### config.mk
export PLATFORM = sky130hd
export DESIGN_NAME = pcel_top
export DESIGN_NICKNAME = d
export VERILOG_FILES = /design/src/hw/pcel_flag.v /design/src/hw/pcel_top.v
export VERILOG_INCLUDE_DIRS = /design/src /design/src/include
export SDC_FILE = /design/constraint.sdc
export NUM_CORES = 1
export LEC_CHECK = 0
export BUFFER_PORTS_ARGS = -buffer_cell sky130_fd_sc_hd__buf_2
export CAP_MARGIN = 20
export CORE_ASPECT_RATIO = 0.75
export CORE_MARGIN = 5
export CORE_UTILIZATION = 59
export CTS_CLUSTER_DIAMETER = 200
export DETAILED_ROUTE_END_ITERATION = 10
export PLACE_DENSITY_LB_ADDON = 0.05
export SKIP_LAST_GASP = 1
export SYNTH_ARGS = -nofsm -noshare
export SYNTH_HDL_FRONTEND = slang
export SYNTH_SLANG_ARGS = --single-unit
### constraint.sdc
create_clock -name clk_i -period 3.3 [get_ports clk_i]
set_input_delay 0.66 -clock clk_i [delete_from_list [all_inputs] [get_ports clk_i]]
set_output_delay 0.66 -clock clk_i [all_outputs]
set_load 0.02 [all_outputs]
### src/include/pcel_defines.vh
// Register offsets, field positions and reset values for the PCI error latch block.
`ifndef PCEL_DEFINES_VH
`define PCEL_DEFINES_VH

// Byte offsets of the 32-bit words; each 64-bit register is a low and a high word.
`define PCEL_OFF_STATUS_LO     8'h00
`define PCEL_OFF_STATUS_HI     8'h04
`define PCEL_OFF_CAPTURE_LO    8'h08
`define PCEL_OFF_CAPTURE_HI    8'h0C
`define PCEL_OFF_SPECIAL_LO    8'h10
`define PCEL_OFF_SPECIAL_HI    8'h14
`define PCEL_OFF_SPARSE_LO     8'h18
`define PCEL_OFF_SPARSE_HI     8'h1C
`define PCEL_OFF_IOCTL_LO      8'h20
`define PCEL_OFF_IOCTL_HI      8'h24

// Status register bit positions within the low word.
`define PCEL_BIT_WRITE_PARITY  0
`define PCEL_BIT_READ_PARITY   2
`define PCEL_BIT_TIMEOUT       5
`define PCEL_BIT_NMI           6
`define PCEL_NUM_FLAGS         4

// I/O control register: enables in the high word (bit 63 is high-word bit 31).
`define PCEL_EN_WRITE_PARITY   31
`define PCEL_EN_READ_PARITY    29
`define PCEL_EN_TIMEOUT        26
`define PCEL_EN_NMI            25
`define PCEL_IOCTL_EN_MSB      31
`define PCEL_IOCTL_EN_LSB      25
`define PCEL_IOCTL_EN_RESET    7'h00
// PCI reset bit in the low word.
`define PCEL_BIT_PCI_RESET     0
`define PCEL_PCI_RESET_RESET   1'h0

// Capture register fields.
`define PCEL_CMD_WIDTH         5
`define PCEL_ADDR_WIDTH        32

// Sparse upper address field.
`define PCEL_SPARSE_WIDTH      5
`define PCEL_SPARSE_RESET      5'h00

`endif

### src/hw/pcel_flag.v
// One sticky error flag: set by hardware, cleared by software or reset, set beating clear.
`default_nettype none

module pcel_flag (
	input  wire clk_i,
	input  wire rst_i,
	input  wire set_i,
	input  wire clr_i,
	output reg  flag_o
);

	always @(posedge clk_i) begin
		if (rst_i) begin
			flag_o <= 1'b0;
		end else if (set_i) begin
			flag_o <= 1'b1;
		end else if (clr_i) begin
			flag_o <= 1'b0;
		end
	end

endmodule

`default_nettype wire

### src/hw/pcel_top.v
// Error status, error capture, special cycle launch and sparse address extension registers.
//
// The placing of the registers and the Wishbone interface to the registers were chosen for this implementation.
`default_nettype none
`include "pcel_defines.vh"

module pcel_top (
	input  wire        clk_i,
	input  wire        rst_i,
	// Wishbone classic slave.
	input  wire        wb_cyc_i,
	input  wire        wb_stb_i,
	input  wire        wb_we_i,
	input  wire [7:0]  wb_adr_i,
	input  wire [3:0]  wb_sel_i,
	input  wire [31:0] wb_dat_i,
	output reg  [31:0] wb_dat_o,
	output reg         wb_ack_o,
	// Error events from the PCI interface.
	input  wire        write_parity_err_i,
	input  wire        read_parity_err_i,
	input  wire        device_timeout_i,
	input  wire        nmi_i,
	// Start of each PCI cycle with its address and command.
	input  wire        pci_cycle_start_i,
	input  wire [31:0] pci_addr_i,
	input  wire [4:0]  pci_cmd_i,
	// Special cycle request to the PCI master logic.
	output reg         special_req_o,
	output reg  [63:0] special_msg_o,
	input  wire        special_done_i,
	// Upper PCI address bits for sparse memory accesses.
	output reg  [4:0]  sparse_addr_o,
	// Level from the PCI reset bit of the control register.
	output reg         pci_reset_o,
	// Hardware error interrupt on the host system bus.
	output reg         hw_error_o
);

	wire        bus_req;
	wire        wr_fire;
	wire        rd_take;
	wire [31:0] wmask;
	wire [31:0] wdata_m;
	wire        stall;

	reg  [`PCEL_NUM_FLAGS-1:0]   flag_set;
	reg  [`PCEL_NUM_FLAGS-1:0]   flag_clr;
	wire [`PCEL_NUM_FLAGS-1:0]   flags;
	wire [`PCEL_NUM_FLAGS-1:0]   enables;
	wire [`PCEL_NUM_FLAGS-1:0]   w1c_bits;

	reg  [6:0]                   ioctl_en;
	reg  [`PCEL_ADDR_WIDTH-1:0]  cap_addr;
	reg  [`PCEL_CMD_WIDTH-1:0]   cap_cmd;
	wire                         frozen;
	wire                         parity_event;

	reg  [31:0]                  msg_lo_stage;
	wire [63:0]                  launch_msg;
	wire                         launch;
	reg                          queued_valid;
	reg  [63:0]                  queued_msg;

	reg  [31:0]                  next_rdata;

	// The slave answers every request one cycle after it appears, with one exception.
	// A launch write that finds both special cycle slots taken is held off.
	// Ack then stays low until the PCI side reports a completed cycle.
	// The master keeps its request standing during that wait, so nothing is lost.
	// Read data is registered together with ack, so it is valid while ack is high.
	// Writes return zero on the data lines, which keeps the bus quiet.
	assign bus_req = wb_cyc_i & wb_stb_i;
	// A write takes effect only at the edge where the master sees ack.
	assign wr_fire = bus_req & wb_we_i & wb_ack_o;
	assign rd_take = bus_req & ~wb_ack_o;

	genvar b;
	generate
		for (b = 0; b < 4; b = b + 1) begin : g_mask
			assign wmask[8*b+7:8*b] = {8{wb_sel_i[b]}};
		end
	endgenerate

	assign wdata_m = wb_dat_i & wmask;

	// A launch write waits for ack while both request slots are taken.
	assign stall = wb_we_i & (wb_adr_i == `PCEL_OFF_SPECIAL_HI) & queued_valid;

	always @(posedge clk_i) begin
		if (rst_i) begin
			wb_ack_o <= 1'b0;
		end else begin
			wb_ack_o <= rd_take & ~stall;
		end
	end

	// Each flag is a separate sticky bit in its own small module.
	// Setting takes priority over clearing, so an event that coincides with
	// a software clear or with the PCI reset bit is never lost.
	// Only the power-up reset beats an event in the same cycle.
	// Bits 1, 3 and 4 of the status word are not kept here and read as zero.
	// Event sources in flag order: write parity, read parity, timeout, nonmaskable.
	assign w1c_bits = {wdata_m[`PCEL_BIT_NMI],
	                   wdata_m[`PCEL_BIT_TIMEOUT],
	                   wdata_m[`PCEL_BIT_READ_PARITY],
	                   wdata_m[`PCEL_BIT_WRITE_PARITY]};

	assign enables = {ioctl_en[`PCEL_EN_NMI - `PCEL_IOCTL_EN_LSB],
	                  ioctl_en[`PCEL_EN_TIMEOUT - `PCEL_IOCTL_EN_LSB],
	                  ioctl_en[`PCEL_EN_READ_PARITY - `PCEL_IOCTL_EN_LSB],
	                  ioctl_en[`PCEL_EN_WRITE_PARITY - `PCEL_IOCTL_EN_LSB]};

	always @* begin
		flag_set[0] = write_parity_err_i;
		flag_set[1] = read_parity_err_i;
		flag_set[2] = device_timeout_i;
		flag_set[3] = nmi_i;
	end

	genvar f;
	generate
		for (f = 0; f < `PCEL_NUM_FLAGS; f = f + 1) begin : g_flag
			always @* begin
				flag_clr[f] = pci_reset_o |
				              (wr_fire & (wb_adr_i == `PCEL_OFF_STATUS_LO) & w1c_bits[f]);
			end

			pcel_flag u_flag (
				.clk_i  (clk_i),
				.rst_i  (rst_i),
				.set_i  (flag_set[f]),
				.clr_i  (flag_clr[f]),
				.flag_o (flags[f])
			);
		end
	endgenerate

	// The interrupt follows the enabled flags as a level.
	// It is registered, so it rises one cycle after the flag and falls one cycle
	// after the last enabled flag is cleared or its enable is removed.
	// Software may therefore clear a flag and find the line low shortly after.
	// Disabling an enable masks the flag without clearing it.
	always @(posedge clk_i) begin
		if (rst_i) begin
			hw_error_o <= 1'b0;
		end else begin
			hw_error_o <= |(flags & enables);
		end
	end

	// Control register: enables and the PCI reset bit.
	// The enables sit in the high word and honour the byte selects.
	// The PCI reset bit sits in the low word; while it is one every flag is cleared
	// in each cycle without its event, and software writes it back to zero to release them.
	// The level also leaves the block so that the PCI side can be reset.
	always @(posedge clk_i) begin
		if (rst_i) begin
			ioctl_en    <= `PCEL_IOCTL_EN_RESET;
			pci_reset_o <= `PCEL_PCI_RESET_RESET;
		end else if (wr_fire) begin
			if (wb_adr_i == `PCEL_OFF_IOCTL_HI) begin
				ioctl_en <= (ioctl_en & ~wmask[`PCEL_IOCTL_EN_MSB:`PCEL_IOCTL_EN_LSB]) |
				            wdata_m[`PCEL_IOCTL_EN_MSB:`PCEL_IOCTL_EN_LSB];
			end
			if ((wb_adr_i == `PCEL_OFF_IOCTL_LO) && wb_sel_i[0]) begin
				pci_reset_o <= wb_dat_i[`PCEL_BIT_PCI_RESET];
			end
		end
	end

	// Sparse upper address bits.
	// Only the five low bits are stored; the rest of the register reads zero.
	// The stored bits are driven straight to the PCI address path, where they
	// supply the top address bits of every sparse memory access.
	// Writes to the high word of this register are ignored.
	always @(posedge clk_i) begin
		if (rst_i) begin
			sparse_addr_o <= `PCEL_SPARSE_RESET;
		end else if (wr_fire && (wb_adr_i == `PCEL_OFF_SPARSE_LO) && wb_sel_i[0]) begin
			sparse_addr_o <= wb_dat_i[`PCEL_SPARSE_WIDTH-1:0];
		end
	end

	// A parity flag that is set, or is being raised now, holds the capture.
	assign parity_event = write_parity_err_i | read_parity_err_i;
	assign frozen       = flags[0] | flags[1] | parity_event;

	// No reset here: the last failing address survives every reset.
	// Software reads it after a reset to learn which cycle failed.
	// The capture reads as unknown until the first PCI cycle has been seen.
	// A parity event in the same cycle as its own cycle start keeps the previous
	// address: the freeze already applies while the event input is high.
	// Clearing the matching flag releases the freeze at the next cycle start.
	always @(posedge clk_i) begin
		if (pci_cycle_start_i && !frozen) begin
			cap_addr <= pci_addr_i;
			cap_cmd  <= pci_cmd_i;
		end
	end

	// Low word is staged; writing the high word launches the cycle.
	// The staged low word persists, so repeated launches may write only
	// the high word when the low half of the message does not change.
	// The message is taken whole at the launch, so a later low word write
	// does not disturb a cycle that is already pending or queued.
	assign launch     = wr_fire & (wb_adr_i == `PCEL_OFF_SPECIAL_HI);
	assign launch_msg = {wdata_m, msg_lo_stage};

	always @(posedge clk_i) begin
		if (rst_i) begin
			msg_lo_stage <= 32'h00000000;
		end else if (wr_fire && (wb_adr_i == `PCEL_OFF_SPECIAL_LO)) begin
			msg_lo_stage <= (msg_lo_stage & ~wmask) | wdata_m;
		end
	end

	// One cycle may be active on the PCI side and one more may wait behind it.
	// A completion pulse either drops the request or moves the queued message
	// into place without a gap, keeping the request high.
	// A launch in the same cycle as a completion is accepted as well.
	// Completion pulses while no request is active are ignored.
	always @(posedge clk_i) begin
		if (rst_i) begin
			special_req_o <= 1'b0;
			special_msg_o <= 64'h0000000000000000;
			queued_valid  <= 1'b0;
			queued_msg    <= 64'h0000000000000000;
		end else begin
			if (special_req_o && special_done_i) begin
				if (queued_valid) begin
					special_msg_o <= queued_msg;
					queued_valid  <= 1'b0;
					if (launch) begin
						queued_msg   <= launch_msg;
						queued_valid <= 1'b1;
					end
				end else if (launch) begin
					special_msg_o <= launch_msg;
				end else begin
					special_req_o <= 1'b0;
				end
			end else if (launch) begin
				if (!special_req_o) begin
					special_req_o <= 1'b1;
					special_msg_o <= launch_msg;
				end else begin
					queued_valid <= 1'b1;
					queued_msg   <= launch_msg;
				end
			end
		end
	end

	// Read data for the word addressed; unmapped and write-only words read zero.
	// Every read completes normally; no address produces a bus error.
	// Reserved bits are forced to zero here rather than stored anywhere.
	// The special message words are write-only and always return zeros.
	// Both words of the control register read back what software stored.
	always @* begin
		next_rdata = 32'h00000000;
		case (wb_adr_i)
			`PCEL_OFF_STATUS_LO: begin
				next_rdata[`PCEL_BIT_WRITE_PARITY] = flags[0];
				next_rdata[`PCEL_BIT_READ_PARITY]  = flags[1];
				next_rdata[`PCEL_BIT_TIMEOUT]      = flags[2];
				next_rdata[`PCEL_BIT_NMI]          = flags[3];
			end
			`PCEL_OFF_STATUS_HI: begin
				next_rdata = 32'h00000000;
			end
			`PCEL_OFF_CAPTURE_LO: begin
				next_rdata = cap_addr;
			end
			`PCEL_OFF_CAPTURE_HI: begin
				next_rdata[`PCEL_CMD_WIDTH-1:0] = cap_cmd;
			end
			`PCEL_OFF_SPECIAL_LO: begin
				next_rdata = 32'h00000000;
			end
			`PCEL_OFF_SPECIAL_HI: begin
				next_rdata = 32'h00000000;
			end
			`PCEL_OFF_SPARSE_LO: begin
				next_rdata[`PCEL_SPARSE_WIDTH-1:0] = sparse_addr_o;
			end
			`PCEL_OFF_IOCTL_LO: begin
				next_rdata[`PCEL_BIT_PCI_RESET] = pci_reset_o;
			end
			`PCEL_OFF_IOCTL_HI: begin
				next_rdata[`PCEL_IOCTL_EN_MSB:`PCEL_IOCTL_EN_LSB] = ioctl_en;
			end
			default: begin
				next_rdata = 32'h00000000;
			end
		endcase
	end

	// Capture writes are accepted and ignored since no branch above stores them.
	// The data register loads only when a request is answered, so it keeps its
	// value while the master waits on a held-off launch write.
	// It returns zero during writes.
	always @(posedge clk_i) begin
		if (rst_i) begin
			wb_dat_o <= 32'h00000000;
		end else if (rd_take && !stall) begin
			wb_dat_o <= wb_we_i ? 32'h00000000 : next_rdata;
		end
	end

endmodule

`default_nettype wire

==> flow_metrics.tcl, run 1 <==
set metrics [dict create \
    critPathMaxStageDelay_ns 0.65 \
    setup-violations-final 0 \
    seq_area_frac_synth_pct 54.5 \
    cp-end-kind "flip-flop" \
    area_growth_syn_to_layout_pct 18.0 \
    diodes 0 \
    period_needed_ns 2.18 \
    hpwl_um 16100 \
    reg2regPathDepth 4 \
    cpMaxStageDelayCell "nor4b_4" \
    syn-cell-area_mm2 0.00987 \
    status "completed" \
    cts_hold_buf 0 \
    relSlewSlack_pct 31.6 \
    hold_depth 1 \
    synth_fp_nets 1114 \
    finalCritPeriodShare_pct 66.0 \
    finalHoldViolCount 0 \
    drtIter0Drc 803 \
    cp_max_fo 38 \
    syn_inst 1022 \
    cap_violations 0 \
    synth_edf_count 37 \
    post_cts_buffers 0 \
    route.detailed.drc 0 \
    dieArea_mm2 0.0194 \
    required_ns 3.71 \
    htreeDepth 1 \
    grtUsageTotal_pct 26.0 \
    clk_pin_slew_ns 0.07 \
    grt_pass1_vias 8007 \
    final.hold.worst_slack_ns 0.317 \
    cts_tree "built" \
    clock.fmax_mhz 459 \
    synth_top_area_share_pct 43.2 \
    path_class "input pin to flip-flop" \
    slew_viol_final 0 \
    synthTopCellsByArea "dfxtp_1, edfxtp_1, a21oi_1" \
    crit_chain "buf_2 > nor4b_4 > a32o_2 > buf_4 > a21oi_1 > a311oi_1" \
    cts.sink_count 250 \
    total_power_mw 5.89 \
    firstDrtPassIters 6 \
    rsz0062_at_grt "no" \
    globalplace.congestion 0.809 \
    finClkSkew_ns 0.0122 \
    ios 197 \
    yosysWarnings 0 \
    cts_made_buffers 24 \
    synthFlopType "dfxtp_1" \
    detail_route.wl_per_cell_um 19.0 \
    setup_tns_ns 0 \
    grt_first_pass_wirelength_um 42400 \
    fp.dieH_um 122 \
    syn_area_per_cell_um2 9.66 \
    drtAntennaViolNets 0 \
    worst_pin_slew_ns 1.03 \
    synth-seq-cells 250 \
    hold_path.class "input pin to flip-flop" \
    cp.arrival_ns 2.59 \
    die_w_um 159 \
    num_vias 8646 \
    drt-vias-per-instance 6.20 \
    synthArstFlopShare_pct 0 \
    p_leak_nw 4.59 \
    cts_root_buf "clkbuf_16" \
    ys_top_cells_by_count "dfxtp_1, a21oi_1, nand2_1" \
    crit_path_start_kind "input pin" \
    layout-drive-gt1-share_pct 23.0 \
    rows 41 \
    grt_max_degree 98 \
    routed_wl_um 26500 \
    portBuffers 196 \
    core_area_mm2 0.0166 \
    synth_cell_types 43 \
    antenna_found_initial 0 \
    cts_repair_resize_count 0 \
    overflow 0 \
    p_per_area_mw_per_mm2 505 \
    yosysTopAreaCell "dfxtp_1" \
    synth_most_common_cell "dfxtp_1" \
    clock_latency_ns 0.51 \
    cts_max_path_buffers 3 \
    vdd_drop_max_v 0.000489 \
    start_util_pct 59.4 \
    nNetsFinal 1258 \
]
[per-stage QoR]
stage                     area (um^2)  instances  util (%)  setup slack, ns
after floorplan                  9870       1022         -             1.13
after global placement          10900       1355      65.7            0.683
after detailed placement        10900       1355      65.7            0.623
after CTS                       11600       1395      70.1             1.16
after global routing            11600       1395      70.1            0.976
final                           11600       1395      70.1             1.12
[layout by cell type, fill, tap and decap left out, types with 2 or more instances in the layout]
cell type	instances
dfxtp_1	213
buf_2	195
a21oi_1	135
nand2_1	101
nand3_1	69
a311oi_1	64
o21ai_0	62
nor2_1	49
mux2i_1	47
edfxtp_1	37
nand4_1	31
clkbuf_16	25
buf_4	22
a22o_1	21
a22oi_1	16
o2bb2ai_1	10
o21ai_1	9
clkbuf_1	9
inv_1	7
or3_1	6
nand4_4	4
clkbuf_8	4
and3_2	3
and3_1	3
nor2b_1	3
nor4b_4	2
nand3_2	2
nor4_4	2
and2_1	2
o31ai_1	2
buf_12	2
[cell type report]
class,instances,area (um^2)
clock buffers,38,714
repair buffers,220,1190
clock inverters,2,13.8
well taps,215,269
inverters,7,26.3
flip-flops and latches,250,5380
multi-input cells,663,4060
fillers,1353,4970
[layer usage]
layer / vias to the layer above / track usage [%] / routed length, um
li1: 4066 / - / -
met1: 4192 / 37.2 / 11900
met2: 339 / 41.0 / 12100
met3: 49 / 4.53 / 1960
met4: 0 / 7.19 / 607
met5: - / 0 / 0
[power by group]
part / switching [mW] / total [mW] / internal [mW] / leakage (nW)
Clock: 1.10 / 2.57 / 1.47 / 0.355
Combinational: 0.139 / 0.206 / 0.0679 / 2.18
Sequential: 0.00632 / 3.11 / 3.10 / 2.05
[cell families after synthesis]
group / share of synthesized area [%]
AOI/OAI and AO/OA: 20.9
and+or+nand+nor: 15.0
DFF: 54.5
buffers and inverters: 4.87
muxes: 4.77
[final timing paths]
check	startpoint	endpoint	slack (ns)
worst max register to register	wb_ack_o	wb_dat_o[21]	1.15
worst max-delay path	wb_adr_i[5]	special_msg_o[62]	1.12
worst min register to register	cap_addr[14]	wb_dat_o[14]	0.45
worst min-delay path	pci_addr_i[7]	cap_addr[7]	0.32
[critical path: cells and delay by family]
kind / cells / cell delay (ns)
AOI/OAI and AO/OA: 3 / 0.70
buffers and inverters: 2 / 0.55
and+or+nand+nor: 1 / 0.65
No activity file was read; power rests on OpenSTA's default activity.
==> inputs of run 2 (changes only) <==
Settings changed: CORE_UTILIZATION 59 to 49.
Clock period 3.3 ns to 1.88 ns, I/O delays scaled along.
==> run 2 against run 1 <==
Net effect: die area grew 19%; clock skew shrank 0.0056 ns; register-to-register slack lost 0.95 ns; clock-buffer cell count shrank 9; cell count grew 6.4%; cell area grew 5.8%; critical endpoint is now special_req_o.
==> flow_metrics.tcl, run 2 (synthesized netlist as in run 1, its figures left out) <==
set metrics [dict create \
    stdcell_area_mm2 0.0123 \
    path_class "flip-flop to output port" \
    drtIter0Drc 721 \
    cap_violations 0 \
    fp.dieH_um 133 \
    cp_max_fo 9 \
    cts_tree "built" \
    setup-violations-final 0 \
    grt_max_degree 98 \
    layout-drive-gt1-share_pct 26.1 \
    p_leak_nw 4.91 \
    routed_wl_um 27900 \
    cts_hold_buf 0 \
    slew_viol_final 0 \
    ios 197 \
    dp.cells 1438 \
    rsz0062_at_grt "no" \
    grt_first_pass_wirelength_um 44700 \
    multi_input_area_mm2 0.00406 \
    cp-end-kind "output port" \
    clock_latency_ns 0.52 \
    final_cell_mix "dfxtp_1, buf_2, a21oi_1" \
    seqCellArea_mm2 0.00538 \
    p_per_area_mw_per_mm2 884 \
    cts_made_buffers 25 \
    clock.fmax_mhz 576 \
    finClkSkew_ns 0.00663 \
    relSlewSlack_pct 31.0 \
    antenna_found_initial 0 \
    rows 45 \
    crit_family "flip-flops" \
    worst_pin_slew_ns 1.04 \
    diodes 0 \
    finalHoldViolCount 0 \
    portBuffers 196 \
    fillers 1788 \
    num_vias 8535 \
    period_needed_ns 1.74 \
    drt-vias-per-instance 5.75 \
    crit_chain "buf_2" \
    die_w_um 174 \
    drtAntennaViolNets 0 \
    cts_max_path_buffers 3 \
    vdd_drop_max_v 0.000781 \
    firstDrtPassIters 5 \
    detail_route.wl_per_cell_um 18.8 \
    area_growth_syn_to_layout_pct 24.9 \
    setup_ws_ns 0.144 \
    cts.sink_count 250 \
    dieArea_mm2 0.0231 \
    cpMaxStageDelayCell "dfxtp_1" \
    clk_pin_slew_ns 0.06 \
    stdcell_count 1484 \
    postPlaceCellArea_mm2 0.0115 \
    pre_cts_ws_ns -0.0687 \
    cts_repair_resize_count 0 \
    status "completed" \
    hold_path.class "input pin to flip-flop" \
    overflow 0 \
    cts_root_buf "clkbuf_16" \
    rrSetupSlack_ns 0.20 \
    core_area_mm2 0.0200 \
    cp_num_buf_inv 1 \
    nNetsFinal 1299 \
    post_cts_buffers 0 \
    route.detailed.drc 0 \
    grt_pass1_vias 8156 \
    finalCritPeriodShare_pct 92.3 \
    cp.arrival_ns 1.36 \
    grtUsageTotal_pct 23.2 \
    start_util_pct 49.2 \
    globalplace.congestion 0.775 \
    crit_path_start_kind "flip-flop" \
    required_ns 1.50 \
    hpwl_um 17300 \
    critPathMaxStageDelay_ns 0.57 \
    htreeDepth 1 \
    layout_commonest_cell "dfxtp_1" \
]
[run 2: cell types whose count changed in the layout (fill, tap and decap cells not counted), sizes merged]
cell	previous run	this run
buf	220	260
clkbuf	38	29
clkinv	2	12
bufinv	0	3
clkinvlp	0	1
inv	7	8
[run 2: layer usage]
layer	vias to the layer above	part of all wire, %	global-route usage (%)
met2	231	45	36.1
met5	-	0	0
met1	4129	48	34.8
met3	22	5.3	3.80
li1	4153	-	-
met4	0	1.1	3.25
[run 2: layout make-up]
cell class / instances / share of cell area (%)
repair buffers: 260 / 13.9
clock buffers: 29 / 5.36
flip-flops and latches: 250 / 43.6
multi-input cells: 663 / 32.9
clock inverters: 17 / 1.34
well taps: 258 / 2.62
inverters: 7 / 0.213
[run 2: final timing paths]
kind                                       to     startpoint  depth (start not counted)
worst max-delay path            special_req_o  special_req_o                          1
worst min-delay path              cap_addr[5]  pci_addr_i[5]                          1
worst max register to register    wb_dat_o[1]       wb_ack_o                          5
worst min register to register    wb_dat_o[8]    cap_addr[8]                          1
[run 2: stage by stage]
stage | power [mW] | utilization, % | hold WS [ns] | TNS, ns
final | 10.9 | 61.5 | 0.0292 | 0
after global routing | 11.2 | 61.5 | 0.00708 | 0
after CTS | 11.0 | 61.5 | 0.0105 | 0
after detailed placement | 5.97 | 57.4 | 0.442 | -2.01
after global placement | 5.97 | 57.4 | 0.437 | -1.09
after floorplan | 5.74 | - | 0.436 | 0
[run 2: report_power, final]
| group | leakage (nW) | switching [mW] | internal [mW] |
|---|---|---|---|
| Clock | 0.410 | 2.10 | 2.93 |
| Combinational | 2.45 | 0.253 | 0.147 |
| Sequential | 2.05 | 0.0126 | 5.45 |
| Total | 4.91 | 2.37 | 8.52 |
